[config.mk]
export PLATFORM = sky130hd
export DESIGN_NAME = gpu_gpio_upper
export DESIGN_NICKNAME = d
export VERILOG_FILES = /design/src/core/gpu_pkg.sv /design/src/core/gpu_gpio_upper.sv
export SDC_FILE = /design/constraint.sdc
export NUM_CORES = 1
export LEC_CHECK = 0
export CORE_MARGIN = 2
export CORE_UTILIZATION = 64
export DETAILED_ROUTE_END_ITERATION = 8
export DONT_BUFFER_PORTS = 1
export GPL_TIMING_DRIVEN = 0
export PLACE_DENSITY = 0.8
export SYNTH_ARGS = -nofsm -noshare
export SYNTH_HDL_FRONTEND = slang
export SYNTH_SLANG_ARGS = --single-unit
[constraint.sdc]
create_clock -name pclk -period 4 [get_ports pclk]
set_input_delay 0.8 -clock pclk [delete_from_list [all_inputs] [get_ports pclk]]
set_output_delay 0.8 -clock pclk [all_outputs]
set_load 0.01 [all_outputs]
[src/core/gpu_pkg.sv]
package gpu_pkg;

   // ----------------------------------------------------------------------
   // Register map
   // ----------------------------------------------------------------------
   localparam logic [11:0] UPPER_PIN_CONFIG_OFS = 12'h01c;
   localparam logic [11:0] WAKE_EN_POL_OFS      = 12'h020;
   localparam logic [11:0] WAKE_STATUS_OFS      = 12'h034;
   localparam logic [11:0] WAKE_MASK_OFS        = 12'h038;
   localparam logic [11:0] RESET_CTRL_OFS       = 12'h03c;

   // ----------------------------------------------------------------------
   // Field positions
   // ----------------------------------------------------------------------
   localparam int SEL_LSB   = 24;
   localparam int DRV_LSB   = 16;
   localparam int DIR_LSB   = 8;
   localparam int LVL_LSB   = 0;
   localparam int POL_LSB   = 16;
   localparam int WK_LSB    = 0;
   localparam int RST_LITE_BIT = 0;
   localparam int UPPER_PINS   = 8;
   localparam int ALL_PINS     = 12;
   localparam int FIRST_UPPER  = 4;

   // ----------------------------------------------------------------------
   // Built-in defaults when no stored image exists
   // ----------------------------------------------------------------------
   localparam logic [7:0]  SEL_DEFAULT = 8'hff;
   localparam logic [7:0]  DRV_DEFAULT = 8'h00;
   localparam logic [7:0]  DIR_DEFAULT = 8'h00;
   localparam logic [7:0]  LVL_DEFAULT = 8'h00;
   localparam logic [11:0] POL_DEFAULT = 12'h000;
   localparam logic [11:0] WK_DEFAULT  = 12'h000;

   // Image handed over by the non-volatile loader.
   typedef struct packed {
      logic [7:0]  sel;
      logic [7:0]  drv;
      logic [7:0]  dir;
      logic [7:0]  lvl;
      logic [15:0] pol_bytes;
      logic [15:0] wk_bytes;
   } gpu_image_t;

   // Live configuration of all fields.
   typedef struct packed {
      logic [7:0]  sel;
      logic [7:0]  drv;
      logic [7:0]  dir;
      logic [7:0]  lvl;
      logic [11:0] pol;
      logic [11:0] wk;
   } gpu_cfg_t;

endpackage : gpu_pkg

[src/core/gpu_gpio_upper.sv]
`timescale 1ns/1ps

module gpu_gpio_upper (
   input  wire logic                pclk,
   input  wire logic                presetn,
   input  wire logic                psel,
   input  wire logic                penable,
   input  wire logic                pwrite,
   input  wire logic [11:0]         paddr,
   input  wire logic [31:0]         pwdata,
   input  wire logic [3:0]          pstrb,
   output logic      [31:0]         prdata,
   output logic                     pready,
   output logic                     pslverr,
   input  wire logic                bus_reset,
   input  wire logic                rst_protect,
   input  wire logic                eeprom_valid,
   input  wire logic                otp_valid,
   input  wire gpu_pkg::gpu_image_t eeprom_image,
   input  wire gpu_pkg::gpu_image_t otp_image,
   input  wire logic                image_load,
   input  wire logic [11:0]         pin_in,
   output logic      [7:0]          pin_out,
   output logic      [7:0]          pin_oe,
   output logic      [7:0]          pin_alt_sel,
   input  wire logic [3:0]          lower_sel,
   input  wire logic [3:0]          lower_dir,
   output logic      [11:0]         wake_event,
   output logic                     irq
);

   // ----------------------------------------------------------------------
   // Declarations
   // ----------------------------------------------------------------------
   gpu_pkg::gpu_cfg_t cfg_r;
   gpu_pkg::gpu_cfg_t image_r;
   logic [11:0]       pin_s_r;
   logic [11:0]       wake_status_r;
   logic [11:0]       wake_mask_r;
   logic [11:0]       wake_cond;
   logic [11:0]       wake_prev_r;
   logic [11:0]       all_sel;
   logic [11:0]       all_dir;
   logic              lite_req;
   logic              restore;
   logic              wr_en;
   logic              rd_en;
   logic              addr_ok;

   // Two copies of the configuration are kept.
   // The live copy drives the pins and answers
   // reads. The stored copy is the image last
   // handed over by the loader, or the defaults.
   // A soft reset copies the stored image back,
   // so software changes are lost unless the
   // protect input is high.
   //
   // Image priority is fixed: first image, then
   // second, then defaults. A load pulse with no
   // valid image puts the defaults in both copies.
   //
   // Every field sits behind reset protection.
   // While protect is high, bus and lite resets
   // leave the live copy alone; an image load or
   // a bus write can still change it.
   //
   // Pins 0 to 3 are configured elsewhere. Their
   // select and direction bits come in only so
   // that wake detection covers all twelve pins.
   //
   // Pin inputs must already be synchronous. A
   // board with raw levels needs its own
   // synchroniser: the one register here aligns
   // the sample but does not cure metastability.
   //
   // The bus never waits. A write lands at the
   // edge that ends its access phase; a read of
   // the level bits shows the pins as sampled
   // one clock before that edge.
   //
   // Status can only be cleared by reading it;
   // there is no write-one-to-clear path.
   //
   // Drive per upper pin: an alternate pin or an
   // input is released; a push-pull output drives
   // both levels; an open-drain output drives
   // only while its level bit is zero.
   //
   // Wake per pin: general-purpose mode, input,
   // wake bit set, and the sample equal to the
   // polarity bit. The match is a level.
   //
   // Offsets are byte addresses of aligned
   // words; the decode is exact.

   // Pick one stored image and put it in live form; the top four bits of each 16-bit field are dropped.
   // Only twelve wake pins exist, so the top four
   // bits of each pair of bytes are never read.
   function automatic gpu_pkg::gpu_cfg_t pick_image(
      input logic               ee_ok,
      input logic               otp_ok,
      input gpu_pkg::gpu_image_t ee,
      input gpu_pkg::gpu_image_t otp
   );
      gpu_pkg::gpu_cfg_t c;
      c.sel = gpu_pkg::SEL_DEFAULT;
      c.drv = gpu_pkg::DRV_DEFAULT;
      c.dir = gpu_pkg::DIR_DEFAULT;
      c.lvl = gpu_pkg::LVL_DEFAULT;
      c.pol = gpu_pkg::POL_DEFAULT;
      c.wk  = gpu_pkg::WK_DEFAULT;
      if (ee_ok) begin
         c.sel = ee.sel;
         c.drv = ee.drv;
         c.dir = ee.dir;
         c.lvl = ee.lvl;
         c.pol = ee.pol_bytes[11:0];
         c.wk  = ee.wk_bytes[11:0];
      end else if (otp_ok) begin
         c.sel = otp.sel;
         c.drv = otp.drv;
         c.dir = otp.dir;
         c.lvl = otp.lvl;
         c.pol = otp.pol_bytes[11:0];
         c.wk  = otp.wk_bytes[11:0];
      end
      return c;
   endfunction : pick_image

   // Offsets that this slave decodes.
   // Anything else gets the error response.
   // High address bits do not alias.
   function automatic logic known_addr(input logic [11:0] a);
      return (a == gpu_pkg::UPPER_PIN_CONFIG_OFS) ||
             (a == gpu_pkg::WAKE_EN_POL_OFS)      ||
             (a == gpu_pkg::WAKE_STATUS_OFS)      ||
             (a == gpu_pkg::WAKE_MASK_OFS)        ||
             (a == gpu_pkg::RESET_CTRL_OFS);
   endfunction : known_addr

   // ----------------------------------------------------------------------
   // Bus strobes
   // ----------------------------------------------------------------------

   // Zero wait states: every access completes in its first access cycle.
   // Registers are flops and the read mux is short.
   // Unmapped offsets error, read zero, drop writes.
   assign pready  = 1'b1;
   assign addr_ok = known_addr(paddr);
   assign pslverr = psel & penable & ~addr_ok;
   assign wr_en   = psel & penable & pwrite & addr_ok;
   assign rd_en   = psel & penable & ~pwrite & addr_ok;

   // Lite reset is a self-clearing command bit.
   // It lives one clock and reads back as zero.
   // Protect blocks it just like a bus reset.
   assign lite_req = wr_en && (paddr == gpu_pkg::RESET_CTRL_OFS) &&
                     pstrb[0] && pwdata[gpu_pkg::RST_LITE_BIT];
   // Reset protection keeps the fields when a soft reset arrives.
   // A reset seen while protect is high is
   // dropped, not held until protect falls.
   assign restore  = (bus_reset | lite_req) & ~rst_protect;

   // ----------------------------------------------------------------------
   // Image capture
   // ----------------------------------------------------------------------

   // The last loaded image is kept so later soft resets can return to it.
   // Software has no path to change it.
   // Its reset value is the defaults, so a
   // restore before any load gives the defaults.
   always_ff @(posedge pclk or negedge presetn) begin
      if (!presetn) begin
         image_r <= '{sel: gpu_pkg::SEL_DEFAULT,
                      drv: gpu_pkg::DRV_DEFAULT,
                      dir: gpu_pkg::DIR_DEFAULT,
                      lvl: gpu_pkg::LVL_DEFAULT,
                      pol: gpu_pkg::POL_DEFAULT,
                      wk:  gpu_pkg::WK_DEFAULT};
      end else if (image_load) begin
         image_r <= pick_image(eeprom_valid, otp_valid,
                               eeprom_image, otp_image);
      end
   end

   // ----------------------------------------------------------------------
   // Configuration registers
   // ----------------------------------------------------------------------

   // Load from image takes priority over restore, which beats bus writes.
   // A load wins since its image is what the
   // restore would return to anyway. A write
   // that collides with either is dropped.
   // Byte strobes change one field alone.
   always_ff @(posedge pclk or negedge presetn) begin
      if (!presetn) begin
         cfg_r <= '{sel: gpu_pkg::SEL_DEFAULT,
                    drv: gpu_pkg::DRV_DEFAULT,
                    dir: gpu_pkg::DIR_DEFAULT,
                    lvl: gpu_pkg::LVL_DEFAULT,
                    pol: gpu_pkg::POL_DEFAULT,
                    wk:  gpu_pkg::WK_DEFAULT};
      end else if (image_load) begin
         cfg_r <= pick_image(eeprom_valid, otp_valid,
                             eeprom_image, otp_image);
      end else if (restore) begin
         cfg_r <= image_r;
      end else if (wr_en && paddr == gpu_pkg::UPPER_PIN_CONFIG_OFS) begin
         // Byte lanes map one field each.
         if (pstrb[3]) cfg_r.sel <= pwdata[31:24];
         if (pstrb[2]) cfg_r.drv <= pwdata[23:16];
         if (pstrb[1]) cfg_r.dir <= pwdata[15:8];
         if (pstrb[0]) cfg_r.lvl <= pwdata[7:0];
      end else if (wr_en && paddr == gpu_pkg::WAKE_EN_POL_OFS) begin
         // Reserved bits are not stored.
         if (pstrb[3]) cfg_r.pol[11:8] <= pwdata[27:24];
         if (pstrb[2]) cfg_r.pol[7:0]  <= pwdata[23:16];
         if (pstrb[1]) cfg_r.wk[11:8]  <= pwdata[11:8];
         if (pstrb[0]) cfg_r.wk[7:0]   <= pwdata[7:0];
      end
   end

   // ----------------------------------------------------------------------
   // Pin drivers
   // ----------------------------------------------------------------------

   // Open-drain pins only pull low; push-pull drives both levels.
   // The level bit always sits on pin_out; pin_oe
   // alone decides whether the pad drives it. An
   // open-drain high needs the board's pull-up.
   // Alternate pins are never driven from here.
   genvar g;
   generate
      for (g = 0; g < gpu_pkg::UPPER_PINS; g++) begin : g_pin
         always_comb begin
            pin_alt_sel[g] = cfg_r.sel[g];
            pin_out[g]     = cfg_r.lvl[g];
            if (cfg_r.sel[g] || !cfg_r.dir[g]) begin
               pin_oe[g] = 1'b0;
            end else if (cfg_r.drv[g]) begin
               pin_oe[g] = 1'b1;
            end else begin
               pin_oe[g] = ~cfg_r.lvl[g];
            end
         end
      end
   endgenerate

   // ----------------------------------------------------------------------
   // Pin sampling and wake detection
   // ----------------------------------------------------------------------

   // Pins are taken as synchronous; one register aligns them to pclk.
   // Read-back and wake share this sample, so
   // they always agree on what the pin showed.
   // It is zero after reset until the first
   // clock; input levels mean nothing before.
   always_ff @(posedge pclk or negedge presetn) begin
      if (!presetn) begin
         pin_s_r <= 12'h000;
      end else begin
         pin_s_r <= pin_in;
      end
   end

   assign all_sel = {cfg_r.sel, lower_sel};
   assign all_dir = {cfg_r.dir, lower_dir};

   // Level-sensitive: a pin holds its wake line while the match lasts.
   // An output pin is left out: its own drive
   // could otherwise wake the device.
   always_comb begin
      for (int i = 0; i < gpu_pkg::ALL_PINS; i++) begin
         wake_cond[i] = !all_sel[i] &&
                        !all_dir[i] &&
                        cfg_r.wk[i] &&
                        (pin_s_r[i] == cfg_r.pol[i]);
      end
   end

   // Registered, so compare glitches stay inside.
   always_ff @(posedge pclk or negedge presetn) begin
      if (!presetn) begin
         wake_event <= 12'h000;
      end else begin
         wake_event <= wake_cond;
      end
   end

   // ----------------------------------------------------------------------
   // Interrupt status and mask
   // ----------------------------------------------------------------------

   // Last cycle's condition shows where a match begins.
   always_ff @(posedge pclk or negedge presetn) begin
      if (!presetn) begin
         wake_prev_r <= 12'h000;
      end else begin
         wake_prev_r <= wake_cond;
      end
   end

   // A rising wake condition sets status; a new event beats the read clear.
   // The read returns the old value, so an event
   // in the clearing cycle is kept for next time.
   always_ff @(posedge pclk or negedge presetn) begin
      if (!presetn) begin
         wake_status_r <= 12'h000;
      end else if (rd_en && paddr == gpu_pkg::WAKE_STATUS_OFS) begin
         wake_status_r <= wake_cond & ~wake_prev_r;
      end else begin
         wake_status_r <= wake_status_r | (wake_cond & ~wake_prev_r);
      end
   end

   // Mask bits gate only the interrupt; status
   // is recorded whatever the mask holds.
   always_ff @(posedge pclk or negedge presetn) begin
      if (!presetn) begin
         wake_mask_r <= 12'h000;
      end else if (wr_en && paddr == gpu_pkg::WAKE_MASK_OFS) begin
         if (pstrb[1]) wake_mask_r[11:8] <= pwdata[11:8];
         if (pstrb[0]) wake_mask_r[7:0]  <= pwdata[7:0];
      end
   end

   // Level interrupt, high until status is read.
   // Status marks only the start of a match: a
   // pin held at its level sets one bit, while
   // wake_event stays high for the whole match.
   // A polarity, enable or direction change that
   // makes a pin match at once counts as a new
   // match; clear status after it if unwanted.
   // Lower select and direction bits reach
   // wake_event on the next clock.
   assign irq = |(wake_status_r & wake_mask_r);

   // ----------------------------------------------------------------------
   // Read data
   // ----------------------------------------------------------------------

   // Level bits read back the pin, so an input shows the outside state.
   // Only the access phase uses this mux. The
   // reset control and reserved bits read zero.
   always_comb begin
      prdata = 32'h0000_0000;
      if (paddr == gpu_pkg::UPPER_PIN_CONFIG_OFS) begin
         prdata = {cfg_r.sel, cfg_r.drv, cfg_r.dir,
                   pin_s_r[11:gpu_pkg::FIRST_UPPER]};
      end else if (paddr == gpu_pkg::WAKE_EN_POL_OFS) begin
         prdata = {4'h0, cfg_r.pol, 4'h0, cfg_r.wk};
      end else if (paddr == gpu_pkg::WAKE_STATUS_OFS) begin
         prdata = {20'h00000, wake_status_r};
      end else if (paddr == gpu_pkg::WAKE_MASK_OFS) begin
         prdata = {20'h00000, wake_mask_r};
      end
   end

endmodule : gpu_gpio_upper

# After elaboration in Yosys (flattened, before gate mapping)
# Index checks and enable logic that the tools add are counted.
# word_totals
romBits,0
out_inout_bits,71
n_memories,0
word_cells,190
regBits,160
latch_bits,0
mem_bits_rw,0
# op_classes
multipliers,0
n_lt_le_gt_ge,0
div_mod_pow,0
shifts,0
n_reduce_logical,96
n_eq_ne,18
add_sub_neg,0
mux,34
bitwise,23
# op_table
operator,count
$mux W56,4
$mux W32,2
$eq A12 B6 Y1 const B,4
$mux W24,2
$logic_and A1 B1 Y1,43
$mux W12,3
$mux W8,4
$mux W28,1
$and A12 B12 Y12,2
$logic_not A1 Y1,24
$reduce_bool A3 Y1,6
$mux W1,16
$eq A1 B1 Y1,12
$eq A12 B5 Y1 const B,1
$logic_or A1 B1 Y1,12
$not A12 Y12,1
$or A12 B12 Y12,1
$reduce_and A2 Y1,6
$reduce_and A3 Y1,4
$reduce_or A12 Y1,1
$not A1 Y1,11
$mux W4,2
$and A1 B1 Y1,7
$ne A3 B3 Y1 const B,1
$or A1 B1 Y1,1

# Depth between registers and ports, before layout
# depth
ltp_word,13
depth_mapped,8
depth_no_buf,5

# Least setup slack after synthesis
# No wires, ideal clock.
# synth_timing
path_type,input to output
from,input paddr[1]
to,output prdata[10]
t_arrival_ns,2.611
setup_slack_ns,0.589
required_time_ns,3.200
cell_stages,8
path_cell_list,or4_1 buf_2 or3_1 buf_2 nor2_1 buf_2 a221oi_1 nor2_1
# synth_via
elab_chain_len,5
word_cells_on_any_way,8
classes_between,eq/ne (4); mux (4)
# synth_lines
element,line,source
from (decl),gpu_gpio_upper.sv:9,"input wire logic [11:0] paddr,"
$eq A12 B6 Y1,gpu_gpio_upper.sv:354,end else if (paddr == gpu_pkg::WAKE_MASK_OFS) begin
$mux W12,gpu_gpio_upper.sv:354,
$mux W12,gpu_gpio_upper.sv:352,end else if (paddr == gpu_pkg::WAKE_STATUS_OFS) begin
$mux W28,gpu_gpio_upper.sv:350,end else if (paddr == gpu_pkg::WAKE_EN_POL_OFS) begin
$mux W32 *,gpu_gpio_upper.sv:347,if (paddr == gpu_pkg::UPPER_PIN_CONFIG_OFS) begin
to (decl),gpu_gpio_upper.sv:12,"output logic [31:0] prdata,"
# Every way passes the cells marked *; elsewhere a longest branch is shown, timed or not.

# Worst setup path after layout
# layout_timing
from,input paddr[1]
to,output prdata[9]
# The elaborated chain is that of the path after synthesis.

==> qor.txt <==
fin area = 9370 um^2
endpoints failing setup = 0
largest net degree at the start of global routing = 161
critical path fanouts, max = 10
clk buf depth = 2
initial antenna violation count = 0
CTS tree = yes
Die Footprint = 14300 um^2
area of the multi-input gates = 3900 um^2
drt drc = 0
clk sinks = 160
Lkg Pwr = 4.10 nW
Least-Margin Pin Slew = 0.926 ns
Worst EP required = 3.20 ns
DR vias/cell = 6.97
Initial Util = 0.651
TritonCTS buffer count = 17
WL/cell = 27.2 um
Post-synth EDFFs = 0
clk slew on worst S/H paths = 0.06 ns
Synth Cell Area = 8550 um^2
Period minus WS final = 3.84 ns
max-cap check violation count = 0
register area share after synthesis = 0.471
syn_nets = 1064
gr ovfl total = 0
Post-CTS Setup Repair Bufs = 0
Slew Limit Fails = 0
hold buffers post-CTS = 0
Hold WS = 0.0654 ns
Main synth FF type = dfrtp_1
max incr delay on CP = 0.54 ns
I/O Pins = 277
top cell type's share of synthesized area = 0.421
crit path kind = input port to primary output
fin crit share = 0.961
cells along the critical path = or4_1 -> buf_2 -> or2_2 -> a21oi_1 -> clkbuf_1 -> a221oi_1 -> nor2_1
Clock Latency Late Sink = 0.43 ns
status = finished clean
via count = 7428
Distinct cells, synth = 54
area grow syn2layout = 9.55%
Area after DPL = 8770 um^2
CTS Root Cell = clkbuf_16
RSZ-0062 raised after global routing = false
drt total wl = 29.0 mm
fillers = 952
final-stage net count = 1083
flops & latches, synth = 160
GRT Util Overall = 0.409
Yosys top cell by area = dfrtp_1
peak supply drop = 0.295 mV
die height = 120 um
total negative slack = 0 ns
Highest Clock Rate = 260 MHz
Final ANT Viol Nets = 0
Avg Cell Area, Syn = 9.97 um^2
Async SR Flop Fraction = 1.00
First DRT Iteration DRCs = 958
Register Area = 4020 um^2
Fin. Hold Viols = 0
Crit path max-delay family = simple AND/OR/NAND/NOR gates
first-pass GRT wire length = 43.4 mm
Die W = 120 um
hold crit path type = input port to asynchronous set/reset pin
core area = 13100 um^2
Post-Syn Instances = 858
number of port buffers = 0
post-DP HPWL = 22.0 mm
worst path bufs/invs = 2
vias in the first global route = 7294
critical-path cell with the highest stage delay = or4_1
CP Data Arrival Time = 3.04 ns
cell area power density = 453 nW/um^2
critical path endpoint category = primary output
first-pass iteration count of the detailed router = 6
Core Rows = 42
YS warnings = 0
Worst setup SP type = input port
top post-synthesis cells by area = dfrtp_1 (42%), mux2_2 (7.0%), dfstp_2 (4.9%)
Rel. slew slack = 0.378
share of cells above drive strength 1 = 0.189
ant diodes = 0
CTS H-tree depth = 4
Post-Route Skew = 0.00930 ns
GPL Wtd Cong = 0.960
## cell families (layout without fill, tap and decap cells)
| group | after synthesis | in the layout | share of synthesized area |
|---|---|---|---|
| buffers and inverters | 138 | 170 | 0.0737 |
| other | 1 | 1 | 0.000438 |
| and+or+nand+nor | 243 | 243 | 0.136 |
| DFF | 160 | 160 | 0.471 |
| AOI/OAI and AO/OA | 250 | 250 | 0.235 |
| xor gates and xnor gates | 12 | 12 | 0.0123 |
| muxes | 54 | 54 | 0.0715 |
## cell usage after synthesis (all sizes together), types with 2 or more instances
| cell type | count |
|---|---|
| and2 | 10 |
| o221a | 6 |
| nor3b | 8 |
| dfstp | 16 |
| o221ai | 2 |
| a221oi | 22 |
| a211oi | 9 |
| xor2 | 12 |
| or3 | 3 |
| o22ai | 54 |
| nor4b | 12 |
| nor2 | 107 |
| nor2b | 10 |
| mux2 | 54 |
| clkbuf | 42 |
| a221o | 39 |
| o31ai | 10 |
| dfrtp | 144 |
| a21o | 25 |
| o32a | 2 |
| nand4b | 2 |
| nand2 | 58 |
| a21oi | 2 |
| and3 | 4 |
| nand3 | 12 |
| o21ai | 38 |
| inv | 59 |
| buf | 36 |
| a22o | 31 |
| or4 | 3 |
| a21boi | 8 |
| nor3 | 8 |
## placed cells by master, fill, tap and decap left out, types with 17 or more instances in the layout
master	count
a21o_1	25
a221o_1	39
a221oi_1	22
a22o_1	31
buf_4	18
clkbuf_1	42
clkbuf_16	17
dfrtp_1	144
inv_1	59
mux2_2	53
nand2_1	58
nor2_1	107
o22ai_1	54
## sequential cells by signal (all words and copies together), names as in the netlist
name           cells
wake_status_r     12
wake_prev_r       12
pin_alt_sel        8
pin_out            8
image_r           56
cfg_r             32
wake_mask_r       12
all_dir            8
pin_s_r           12
## metrics by stage
stage          total power, mW  cells  setup slack [ns]  utilization
2_1_floorplan             2.41    858             0.589            -
3_3_place_gp              2.58   1034            0.0539        0.668
3_5_place_dp              2.61   1034            0.0450        0.668
4_1_cts                   4.23   1066            0.0384        0.713
5_1_grt                   4.37   1066            0.0648        0.713
6_report                  4.25   1066             0.157        0.713
## power by group
part | switching, mW | internal (mW)
Combinational | 0.318 | 0.278
Sequential | 0.195 | 1.82
Clock | 0.682 | 0.955
Total | 1.20 | 3.05
## cell type report
type	instances	share of cell area
Sequential cell	160	0.429
Multi-Input combinational cell	560	0.417
Clock inverter	12	0.0143
Clock buffer	20	0.0487
Buffer	78	0.0434
Inverter	60	0.0240
Tap cell	176	0.0235
## path summary, 6_finish.rpt
| check | startpoint | end | slack (ns) | cells after the start |
|---|---|---|---|---|
| max | paddr[1] | prdata[9] | 0.16 | 7 |
| min reg2reg | image_r[37] | image_r[37] | 0.48 | 2 |
| min in group pclk | pin_in[8] | pin_s_r[8] | 0.40 | 0 |
| min | presetn | wake_prev_r[3] | 0.07 | 0 |
| max reg2reg | cfg_r[18] | wake_status_r[6] | 2.52 | 3 |
| max in group asynchronous | presetn | pin_alt_sel[0] | 3.67 | 0 |
## timing repair
| action | 4_1_cts | 5_1_grt |
|---|---|---|
| endpoints found under the setup margin | 0 | 11 |
| endpoints found under the hold margin | 0 | 0 |
| gates resized for setup | 0 | 3 |
## routing by layer
metal  GRT usage  vias up  wire, um
li1            -     3154         -
met1       0.553     3703     11300
met2       0.639      497     13600
met3       0.112       74      3180
met4       0.145        0       867
met5           0        -         0
No activity file was read; power rests on OpenSTA's default activity.
